**src/pio_defines.svh**
```systemverilog
// Register offsets, field positions, reset values and port numbering.
`ifndef PIO_DEFINES_SVH
`define PIO_DEFINES_SVH

// ----------------------------------------------------------------
// Port numbering
// ----------------------------------------------------------------
`define PIO_NUM_PORTS 13
`define PIO_IDX_P5 7
`define PIO_IDX_EXT_IO 11
`define PIO_IDX_EXT_IN 12

// ----------------------------------------------------------------
// Per-port register window, offsets within a 32-byte slot
// ----------------------------------------------------------------
`define PIO_OFS_DATA 5'h00
`define PIO_OFS_DIR 5'h04
`define PIO_OFS_OD 5'h08
`define PIO_OFS_EDGE 5'h0c
`define PIO_OFS_SET 5'h10
`define PIO_OFS_CLR 5'h14

// ----------------------------------------------------------------
// Global registers
// ----------------------------------------------------------------
`define PIO_ADDR_THR 10'h200
`define PIO_ADDR_CTLDRV 10'h204
`define PIO_ADDR_SYSCFG 10'h208
`define PIO_ADDR_XCFG 10'h20c
`define PIO_SYSCFG_XEN_BIT 2
`define PIO_XCFG_XEN_BIT 3

// ----------------------------------------------------------------
// Reset values
// ----------------------------------------------------------------
`define PIO_RST_WORD 16'h0000
`define PIO_RST_OE_N 16'hffff
`define PIO_RST_THR 5'h00

`endif

```
**src/pio_pkg.sv**
```systemverilog
// Types shared by the parallel port block.
package pio_pkg;

	typedef logic [12:0][15:0] pio_bus_t;

	typedef struct packed {
		pio_bus_t sel;
		pio_bus_t out;
		pio_bus_t dir;
	} pio_alt_t;

	typedef enum logic [2:0] {
		PIO_WR_DATA,
		PIO_WR_DIR,
		PIO_WR_OD,
		PIO_WR_SET,
		PIO_WR_CLR
	} pio_wr_kind_t;

	typedef struct packed {
		logic [15:0] latch;
		logic [15:0] dir;
		logic [15:0] od;
		logic [15:0] sample;
		logic [15:0] pin_out;
		logic [15:0] pin_oe_n;
	} pio_port_st_t;

	typedef struct packed {
		logic hready;
		logic hresp;
		logic rd_pend;
		logic wr_pend;
		logic [9:0] addr;
		logic [31:0] hrdata;
		pio_bus_t edge_ctl;
		logic [4:0] thr;
		logic [15:0] ctl_drv;
		logic [15:0] syscfg;
		logic [15:0] xcfg;
	} pio_top_st_t;

endpackage : pio_pkg

```
**src/pio_top.sv**
```systemverilog
// Parallel I/O ports with an AHB-Lite register slave.
`timescale 1ns/10ps
`include "pio_defines.svh"
// ----------------------------------------------------------------
// Overview of operation
// RL1: 143 lines in thirteen ports of mixed width.
// RL2: Each line general I/O or peripheral-owned.
// RL3: Per-bit direction; input-only ports have none.
// RL4: Input lines leave the pad floating.
// RL5: Seven ports select push-pull or open-drain.
// RL6: Five ports select TTL or CMOS threshold.
// RL7: Pins sampled every state time.
// RL8: Input line: write latch, read pin.
// RL9: Input line modify uses pin value.
// RL10: Output line: write drives latch onto pin.
// RL11: Output line read returns latch.
// RL12: Output line modify uses latch value.
// RL13: Extended ports need both enable bits set.
// RL14: Extended ports: word access only, no bit.
// RL15: Edge control and control-line drive registers.
// RL16: Reset clears all direction bits.
// ----------------------------------------------------------------

module pio_top (
	input wire logic core_clk, // 200 MHz state time clock
	input wire logic sys_rst, // synchronous reset, high
	input wire logic clk_en, // freezes all state while low
	input wire logic hsel, // slave select
	input wire logic [31:0] haddr, // byte address
	input wire logic [1:0] htrans, // transfer type
	input wire logic hwrite, // write when high
	input wire logic [2:0] hsize, // word only
	input wire logic [31:0] hwdata, // write data
	input wire logic hready, // bus ready
	output logic hreadyout, // slave ready
	output logic [31:0] hrdata, // read data
	output logic hresp, // always OKAY
	input wire pio_pkg::pio_bus_t pin_in, // pad levels
	input wire pio_pkg::pio_alt_t alt, // peripheral claims
	output pio_pkg::pio_bus_t pin_out, // pad values
	output pio_pkg::pio_bus_t pin_oe_n, // pad enables, low drives
	output pio_pkg::pio_bus_t pin_sample, // sampled pins
	output pio_pkg::pio_bus_t edge_ctl, // output edge settings
	output logic [4:0] thr_sel, // threshold selects
	output logic [15:0] ctl_drive // control-line drive
);

	// ----------------------------------------------------------------
	// Port shapes
	// ----------------------------------------------------------------
	// Order: P0L P0H P1L P1H P2 P3 P4 P5 P6 P7 P8 ext_io ext_in.
	function automatic int port_width(input int i);
		case (i)
			4, 7, 11, 12: return 16;
			5: return 15;
			default: return 8;
		endcase
	endfunction : port_width

	function automatic bit has_dir(input int i);
		return !(i == `PIO_IDX_P5 || i == `PIO_IDX_EXT_IN);
	endfunction : has_dir

	function automatic bit has_od(input int i);
		return (i >= 4 && i <= 11 && i != `PIO_IDX_P5);
	endfunction : has_od

	function automatic bit has_edge(input int i);
		return (i <= 10 && i != `PIO_IDX_P5);
	endfunction : has_edge

	function automatic logic port_hit(input logic [9:0] a, input int i);
		return !a[9] && (a[8:5] == 4'(i));
	endfunction : port_hit

	function automatic bit is_ext(input int i);
		return (i == `PIO_IDX_EXT_IO || i == `PIO_IDX_EXT_IN);
	endfunction : is_ext

	function automatic pio_pkg::pio_wr_kind_t off_kind(input logic [4:0] o);
		case (o)
			`PIO_OFS_DIR: return pio_pkg::PIO_WR_DIR;
			`PIO_OFS_OD: return pio_pkg::PIO_WR_OD;
			`PIO_OFS_SET: return pio_pkg::PIO_WR_SET;
			`PIO_OFS_CLR: return pio_pkg::PIO_WR_CLR;
			default: return pio_pkg::PIO_WR_DATA;
		endcase
	endfunction : off_kind

	// The set and clear windows are bit operations, so the extended
	// ports refuse them and are reached a whole word at a time.
	function automatic logic off_ok(input logic [4:0] o, input bit ext);
		case (o)
			`PIO_OFS_DATA, `PIO_OFS_DIR, `PIO_OFS_OD: return 1'b1;
			`PIO_OFS_SET, `PIO_OFS_CLR: return !ext;
			default: return 1'b0;
		endcase
	endfunction : off_ok

	// ----------------------------------------------------------------
	// State
	// ----------------------------------------------------------------
	pio_pkg::pio_top_st_t st;
	pio_pkg::pio_top_st_t next_st;
	pio_pkg::pio_bus_t p_rd;
	pio_pkg::pio_bus_t p_dir;
	pio_pkg::pio_bus_t p_od;
	logic [12:0] p_wr;
	logic xen;
	logic [31:0] rd_word;
	logic addr_take;

	// RL13 both enables required
	assign xen = st.syscfg[`PIO_SYSCFG_XEN_BIT] && st.xcfg[`PIO_XCFG_XEN_BIT];
	assign addr_take = hsel && htrans[1] && hready;

	assign hreadyout = st.hready;
	assign hresp = st.hresp;
	assign hrdata = st.hrdata;
	assign edge_ctl = st.edge_ctl;
	assign thr_sel = st.thr;
	assign ctl_drive = st.ctl_drv;

	// ----------------------------------------------------------------
	// Ports
	// ----------------------------------------------------------------
	// RL1 thirteen ports
	for (genvar g = 0; g < `PIO_NUM_PORTS; g++) begin : g_port
		localparam bit EXT = is_ext(g);

		// RL14 no bit access on extended
		assign p_wr[g] = st.wr_pend && port_hit(st.addr, g)
			&& off_ok(st.addr[4:0], EXT);

		pio_port #(
			.WIDTH(port_width(g)),
			.HAS_DIR(has_dir(g)),
			.HAS_OD(has_od(g))
		) u_port (
			.core_clk(core_clk),
			.sys_rst(sys_rst),
			.clk_en(clk_en),
			.enable(EXT ? xen : 1'b1),
			.wr_en(p_wr[g]),
			.wr_kind(off_kind(st.addr[4:0])),
			.wdata(hwdata[15:0]),
			.pin_in(pin_in[g]),
			.alt_sel(alt.sel[g]),
			.alt_out(alt.out[g]),
			.alt_dir(alt.dir[g]),
			.rd_data(p_rd[g]),
			.rd_dir(p_dir[g]),
			.rd_od(p_od[g]),
			.sample(pin_sample[g]),
			.pin_out(pin_out[g]),
			.pin_oe_n(pin_oe_n[g])
		);
	end

	// ----------------------------------------------------------------
	// Read mux
	// ----------------------------------------------------------------
	always_comb begin
		rd_word = 32'h0000_0000;
		for (int i = 0; i < `PIO_NUM_PORTS; i++) begin
			if (port_hit(st.addr, i)) begin
				case (st.addr[4:0])
					`PIO_OFS_DATA: rd_word = {16'h0000, p_rd[i]};
					`PIO_OFS_DIR: rd_word = {16'h0000, p_dir[i]};
					`PIO_OFS_OD: rd_word = {16'h0000, p_od[i]};
					`PIO_OFS_EDGE: rd_word = {16'h0000, st.edge_ctl[i]};
					default: rd_word = 32'h0000_0000;
				endcase
			end
		end
		case (st.addr)
			`PIO_ADDR_THR: rd_word = {27'h0000000, st.thr};
			`PIO_ADDR_CTLDRV: rd_word = {16'h0000, st.ctl_drv};
			`PIO_ADDR_SYSCFG: rd_word = {16'h0000, st.syscfg};
			`PIO_ADDR_XCFG: rd_word = {16'h0000, st.xcfg};
			default: rd_word = rd_word;
		endcase
	end

	// ----------------------------------------------------------------
	// Bus slave and global registers
	// ----------------------------------------------------------------
	// Reads take one wait state so that a write in the preceding data
	// phase is already visible; writes complete without waiting.
	always_comb begin
		next_st = st;
		next_st.hresp = 1'b0;
		if (st.rd_pend) begin
			next_st.hrdata = rd_word;
			next_st.hready = 1'b1;
			next_st.rd_pend = 1'b0;
		end
		if (st.wr_pend) begin
			next_st.wr_pend = 1'b0;
			for (int i = 0; i < `PIO_NUM_PORTS; i++) begin
				// RL15 edge control registers
				if (port_hit(st.addr, i) && st.addr[4:0] == `PIO_OFS_EDGE
					&& has_edge(i)) begin
					next_st.edge_ctl[i] = hwdata[15:0];
				end
			end
			case (st.addr)
				// RL6 threshold select
				`PIO_ADDR_THR: next_st.thr = hwdata[4:0];
				// RL15 control-line drive
				`PIO_ADDR_CTLDRV: next_st.ctl_drv = hwdata[15:0];
				`PIO_ADDR_SYSCFG: next_st.syscfg = hwdata[15:0];
				`PIO_ADDR_XCFG: next_st.xcfg = hwdata[15:0];
				default: next_st.thr = st.thr;
			endcase
		end
		if (addr_take) begin
			next_st.addr = haddr[9:0];
			if (hwrite) begin
				next_st.wr_pend = 1'b1;
			end else begin
				next_st.rd_pend = 1'b1;
				next_st.hready = 1'b0;
			end
		end
	end

	always_ff @(posedge core_clk) begin
		if (sys_rst) begin
			st <= '{hready: 1'b1, hresp: 1'b0, rd_pend: 1'b0,
				wr_pend: 1'b0, addr: 10'h000, hrdata: 32'h0000_0000,
				edge_ctl: '0, thr: `PIO_RST_THR,
				ctl_drv: `PIO_RST_WORD, syscfg: `PIO_RST_WORD,
				xcfg: `PIO_RST_WORD};
		end else if (clk_en) begin
			st <= next_st;
		end
	end
endmodule : pio_top

```
**src/pio_port.sv**
```systemverilog
// One parallel port: output latch, direction, open-drain and pin sampling.
`timescale 1ns/10ps
`include "pio_defines.svh"

module pio_port #(
	parameter int WIDTH = 16,
	parameter bit HAS_DIR = 1'b1,
	parameter bit HAS_OD = 1'b1
) (
	input wire logic core_clk, // state time clock
	input wire logic sys_rst, // synchronous reset
	input wire logic clk_en, // freezes state while low
	input wire logic enable, // port switched on
	input wire logic wr_en, // write strobe
	input wire pio_pkg::pio_wr_kind_t wr_kind, // which register
	input wire logic [15:0] wdata, // write data
	input wire logic [15:0] pin_in, // pad level
	input wire logic [15:0] alt_sel, // peripheral owns bit
	input wire logic [15:0] alt_out, // peripheral value
	input wire logic [15:0] alt_dir, // peripheral direction
	output logic [15:0] rd_data, // software read view
	output logic [15:0] rd_dir, // direction bits
	output logic [15:0] rd_od, // open-drain bits
	output logic [15:0] sample, // sampled pins
	output logic [15:0] pin_out, // pad drive value
	output logic [15:0] pin_oe_n // pad enable, low drives
);

	localparam logic [15:0] MASK = 16'((32'h1 << WIDTH) - 1);

	pio_pkg::pio_port_st_t st;
	pio_pkg::pio_port_st_t next_st;
	logic [15:0] view;
	logic [15:0] drv_dir;
	logic [15:0] drv_val;

	// RL8 read returns pin
	// RL11 read returns latch
	assign view = (st.dir & st.latch) | (~st.dir & st.sample);
	assign rd_data = enable ? view : 16'h0000;
	assign rd_dir = st.dir;
	assign rd_od = st.od;
	assign sample = st.sample;
	assign pin_out = st.pin_out;
	assign pin_oe_n = st.pin_oe_n;

	always_comb begin
		next_st = st;
		// RL7 sample every state
		next_st.sample = pin_in & MASK;
		if (enable && wr_en) begin
			case (wr_kind)
				// RL10 load output latch
				pio_pkg::PIO_WR_DATA: next_st.latch = wdata & MASK;
				pio_pkg::PIO_WR_DIR: next_st.dir = wdata & MASK;
				pio_pkg::PIO_WR_OD: next_st.od = wdata & MASK;
				// RL9 RL12 modify read view
				pio_pkg::PIO_WR_SET: next_st.latch = (view | wdata) & MASK;
				pio_pkg::PIO_WR_CLR: next_st.latch = (view & ~wdata) & MASK;
				default: next_st.latch = st.latch;
			endcase
		end
		// RL3 no direction control
		if (!HAS_DIR) begin
			next_st.dir = 16'h0000;
		end
		// RL5 open-drain only where present
		if (!HAS_OD) begin
			next_st.od = 16'h0000;
		end
		// RL2 peripheral takes over line
		drv_dir = (alt_sel & alt_dir) | (~alt_sel & next_st.dir);
		drv_val = (alt_sel & alt_out) | (~alt_sel & next_st.latch);
		if (!HAS_DIR) begin
			drv_dir = 16'h0000;
		end
		next_st.pin_out = drv_val & MASK;
		// RL4 inputs float
		// RL5 open drain releases high
		if (enable) begin
			next_st.pin_oe_n = ~(drv_dir & ~(next_st.od & drv_val) & MASK);
		end else begin
			next_st.pin_oe_n = `PIO_RST_OE_N;
		end
	end

	// RL16 direction clears on reset
	always_ff @(posedge core_clk) begin
		if (sys_rst) begin
			st <= '{latch: `PIO_RST_WORD, dir: `PIO_RST_WORD,
				od: `PIO_RST_WORD, sample: `PIO_RST_WORD,
				pin_out: `PIO_RST_WORD, pin_oe_n: `PIO_RST_OE_N};
		end else if (clk_en) begin
			st <= next_st;
		end
	end
endmodule : pio_port

```
**config.mk**
```make
export PLATFORM = sky130hd
export DESIGN_NAME = pio_top
export DESIGN_NICKNAME = d
export VERILOG_FILES = /design/src/pio_pkg.sv /design/src/pio_top.sv /design/src/pio_port.sv
export VERILOG_INCLUDE_DIRS = /design/src
export SDC_FILE = /design/constraint.sdc
export NUM_CORES = 2
export LEC_CHECK = 0
export BUFFER_PORTS_ARGS = -buffer_cell sky130_fd_sc_hd__buf_2
export CAP_MARGIN = 30
export CORE_AREA = 4 4 688 690
export CTS_BUF_LIST = sky130_fd_sc_hd__clkbuf_8 sky130_fd_sc_hd__clkbuf_16
export DETAILED_ROUTE_END_ITERATION = 16
export DIE_AREA = 0 0 692 694
export HOLD_SLACK_MARGIN = 0.02
export SLEW_MARGIN = 5
export SYNTH_ARGS = -nofsm -noshare
export SYNTH_HDL_FRONTEND = slang
export SYNTH_SLANG_ARGS = --single-unit
export TNS_END_PERCENT = 1
```
**constraint.sdc**
```tcl
create_clock -name core_clk -period 2.75 [get_ports core_clk]
set_input_delay 0.55 -clock core_clk [delete_from_list [all_inputs] [get_ports core_clk]]
set_output_delay 0.55 -clock core_clk [all_outputs]
set_load 0.005 [all_outputs]
```
==> results.cfg <==
[detailed_routing]
top_layer = met5
wl_met2_mm = 209
met1_length_mm = 196
wl_met3_mm = 78.9
drt-total-wl_mm = 514
drt-initial-drc-count = 7556
vias_per_cell = 4.21
vias = 62300
antenna_violating_nets_post_route = 0
wl_per_cell_um = 34.8
firstDrtPassIters = 6
drc_errors = 0

[power]
p_leak_uw = 0.0305
switchingPower_uw = 12500
pwr-share-clk_pct = 47.3
p_per_area_nw_per_um2 = 506
combPwrFrac_pct = 14.9
p_sw_share_pct = 31.6
intPower_uw = 27200
power.share.sequential_pct = 37.8
p_total_uw = 39700
peakVddDrop_mv = 0.409

[status]
status = finished with violations
violations = negative setup slack

[critical_path]
cp-start-kind = flop
crit_fanout = 12
critPathKind = flop to flop
crit_arrival_ns = 3.54
required_ns = 3.47
end_kind = flop
critPathBufInv = 3
cpPeakStageDelay_ns = 0.67
cp_top_family = compound AO/OA/AOI/OAI gates
crit_top_cell = buf_4
crit_path_cell_trace = or3_2 > buf_4 > nor2_4 > buf_4 > a222oi_1 > o211ai_1 > a41oi_2 > buf_4 > a31oi_1
critPathSlowestCell = a222oi_1

[sta]
hold_viol = 0
worst_slack_ns = -0.0717
max_freq_mhz = 354
fin_crit_ns = 2.82
setup_viol = 4
skew_ns = 0.0833
rsz0062_at_grt = yes
slew_headroom_pct = 38.3
worstMarginPinSlew_ns = 0.925
finalCritPeriodShare_pct = 103
finalMaxSlewViolations = 0
whs_ns = 0.0569

[global_route]
grt_max_degree = 133
gr-total-overflow = 0
grt_pass1_wl_mm = 636
first_global_vias = 56800
track_usage_pct = 20.3
antenna_found_initial = 293

[clocking]
root_buffer = clkbuf_16
cts_tree = yes
cts_sinks = 972
cts_made_buffers = 140
clock_latency_ns = 0.92
cts_buffer_depth = 4
ctsHtreeMaxLevel = 4
clkTransAtPathRegs_ns = 0.05

[synthesis]
synth_area_sq_um = 56200
synth-seq-area-share_pct = 34.6
ys.warnings.count = 0
synth.distinct_cells = 89
avgSynthCellArea_sq_um = 7.93
synthDominantCellAreaShare_pct = 34.6
synth_top_cell_by_area = dfxtp_1
ys.flop_type = dfxtp_1
syn_inst = 7086
synth_edf_count = 0
synth_area_leaders = dfxtp_1 35%, buf_4 12%, mux2i_1 7.3%, nand2_1 6.6%, a21oi_1 6.1%
ys_ff_latch = 972
synth-async-reset-ratio_pct = 0

[min_path]
hp-class = primary input to flop

[finish]
layout-drive-gt1-share_pct = 29.4
nets = 9317
syn2layout_area_growth_pct = 39.6
fin_area_sq_um = 78400

[die]
rows = 251
start_util_pct = 12.0
dieHeight_um = 694
core_sq_um = 467000
dieArea_sq_um = 480000
die_w_um = 692
ios = 1794

[placement]
pre_cts_slack_ns = -0.293
dpl_cell_area_sq_um = 69800
portBuffers = 1167
routabilityCongestion = 0.977
place_hpwl_mm = 434

[job]
drv_cap = 0
[power groups by stage]
| stage | registers (uW) | clock network (uW) | logic [uW] |
|---|---|---|---|
| floorplan | 15000 | 0 | 2600 |
| global placement | 15300 | 0 | 5300 |
| detailed placement | 15300 | 0 | 5310 |
| CTS | 15000 | 19100 | 5890 |
| global route | 15000 | 19600 | 6180 |
| finish | 15000 | 18800 | 5920 |
[layout by cell type, fill, tap and decap left out, types with 46 or more instances in the layout]
cell type and count:
nor2_1 652, a31oi_1 46, nand3_1 168, a211oi_1 171, nand2_1 990, diode_2 72
dfxtp_1 970, buf_12 122, nor3_1 152, a21oi_1 674, clkbuf_16 142, o21ai_0 154
o211ai_1 112, mux2_2 91, mux2i_1 407, nand2b_1 74, buf_4 656, a22oi_1 65
nor2b_1 50, dlygate4sd3_1 355, buf_2 1158, conb_1 292, inv_1 95
[flip-flops by register name, indices dropped and copies added, names as in the netlist]
name                    cells
edge_ctl                  160
g_port.u_port.pin_out     143
g_port.u_port.sample      143
g_port.u_port.st          143
g_port.u_port.pin_oe_n    111
g_port.u_port.rd_dir      111
g_port.u_port.rd_od        79
st                         44
ctl_drive                  16
hrdata                     16
thr_sel                     5
hreadyout                   1
[worst register-to-register path: stages, from the launching register on]
cell and delay, ns:
dfxtp_1 0.38, or3_2 0.16, buf_4 0.18, nor2_4 0.07, buf_4 0.21, a222oi_1 0.68
o211ai_1 0.20, a41oi_2 0.47, buf_4 0.22, a31oi_1 0.08
[layout make-up]
cell class	count	area [sq um]
fillers	52900	388000
clock buffers	168	3910
repair buffers	2303	16900
inverters	80	310
flip-flops and latches	972	19500
well taps	6198	7750
clock inverters	77	644
diodes	72	180
multi-input cells	4913	29300
[per-stage QoR]
step	cells	utilization [%]	TNS (ns)
2_1_floorplan	7376	-	0
3_3_place_gp	14100	14.9	-2.71
6_report	14800	16.8	-0.199
5_1_grt	14700	16.8	-0.273
4_1_cts	14700	16.7	-0.0622
3_5_place_dp	14100	14.9	-3.40
[final timing paths]
check | slack, ns | cells after the start | start | to
worst max-delay path | -0.07 | 9 | st[297] | hrdata[5]
worst min register to register | 0.46 | 2 | st[2] | st[2]
worst min-delay path | 0.06 | 4 | alt[74] | g_port[4].u_port.pin_oe_n[10]
worst max register to register | -0.07 | 9 | st[297] | hrdata[5]
[layer usage]
metal / up-vias / global-route usage, %
li1: 26600 / -
met1: 30300 / 23.8
met2: 4162 / 29.8
met3: 1046 / 12.0
met4: 136 / 8.81
met5: - / 0
[Yosys cell counts (75+ instances only)]
cell      instances
o21ai_0         155
o211ai_1        112
nand2_1         992
mux2_2           91
dfxtp_1         972
inv_1            79
nand3_1         172
a211oi_1        174
buf_4           894
mux2i_1         411
nor2_1          673
clkbuf_1        381
nor3_1          167
a21oi_1         682
nand2b_1         75
buf_2            98
[cell families (layout without fill, tap and decap cells)]
group / count (synthesis) / in the layout / synth area share (%)
AO/OA/AOI/OAI: 1745 / 1745 / 20.5
buffers and inverters: 1491 / 2628 / 16.2
flip-flops: 972 / 972 / 34.6
multiplexers: 533 / 533 / 10.3
other: 2 / 364 / 0.0134
AND/OR/NAND/NOR: 2343 / 2343 / 18.4
[repair_timing]
| action | CTS | global route |
|---|---|---|
| endpoints found under the setup margin | 46 | 113 |
| hold buffers | 355 | 0 |
| pin swaps | 4 | 12 |
| gates resized for setup | 28 | 47 |
| setup buffers | 0 | 3 |
| hold endpoints to repair | 294 | 0 |
Power figures use the tool's default switching activity.
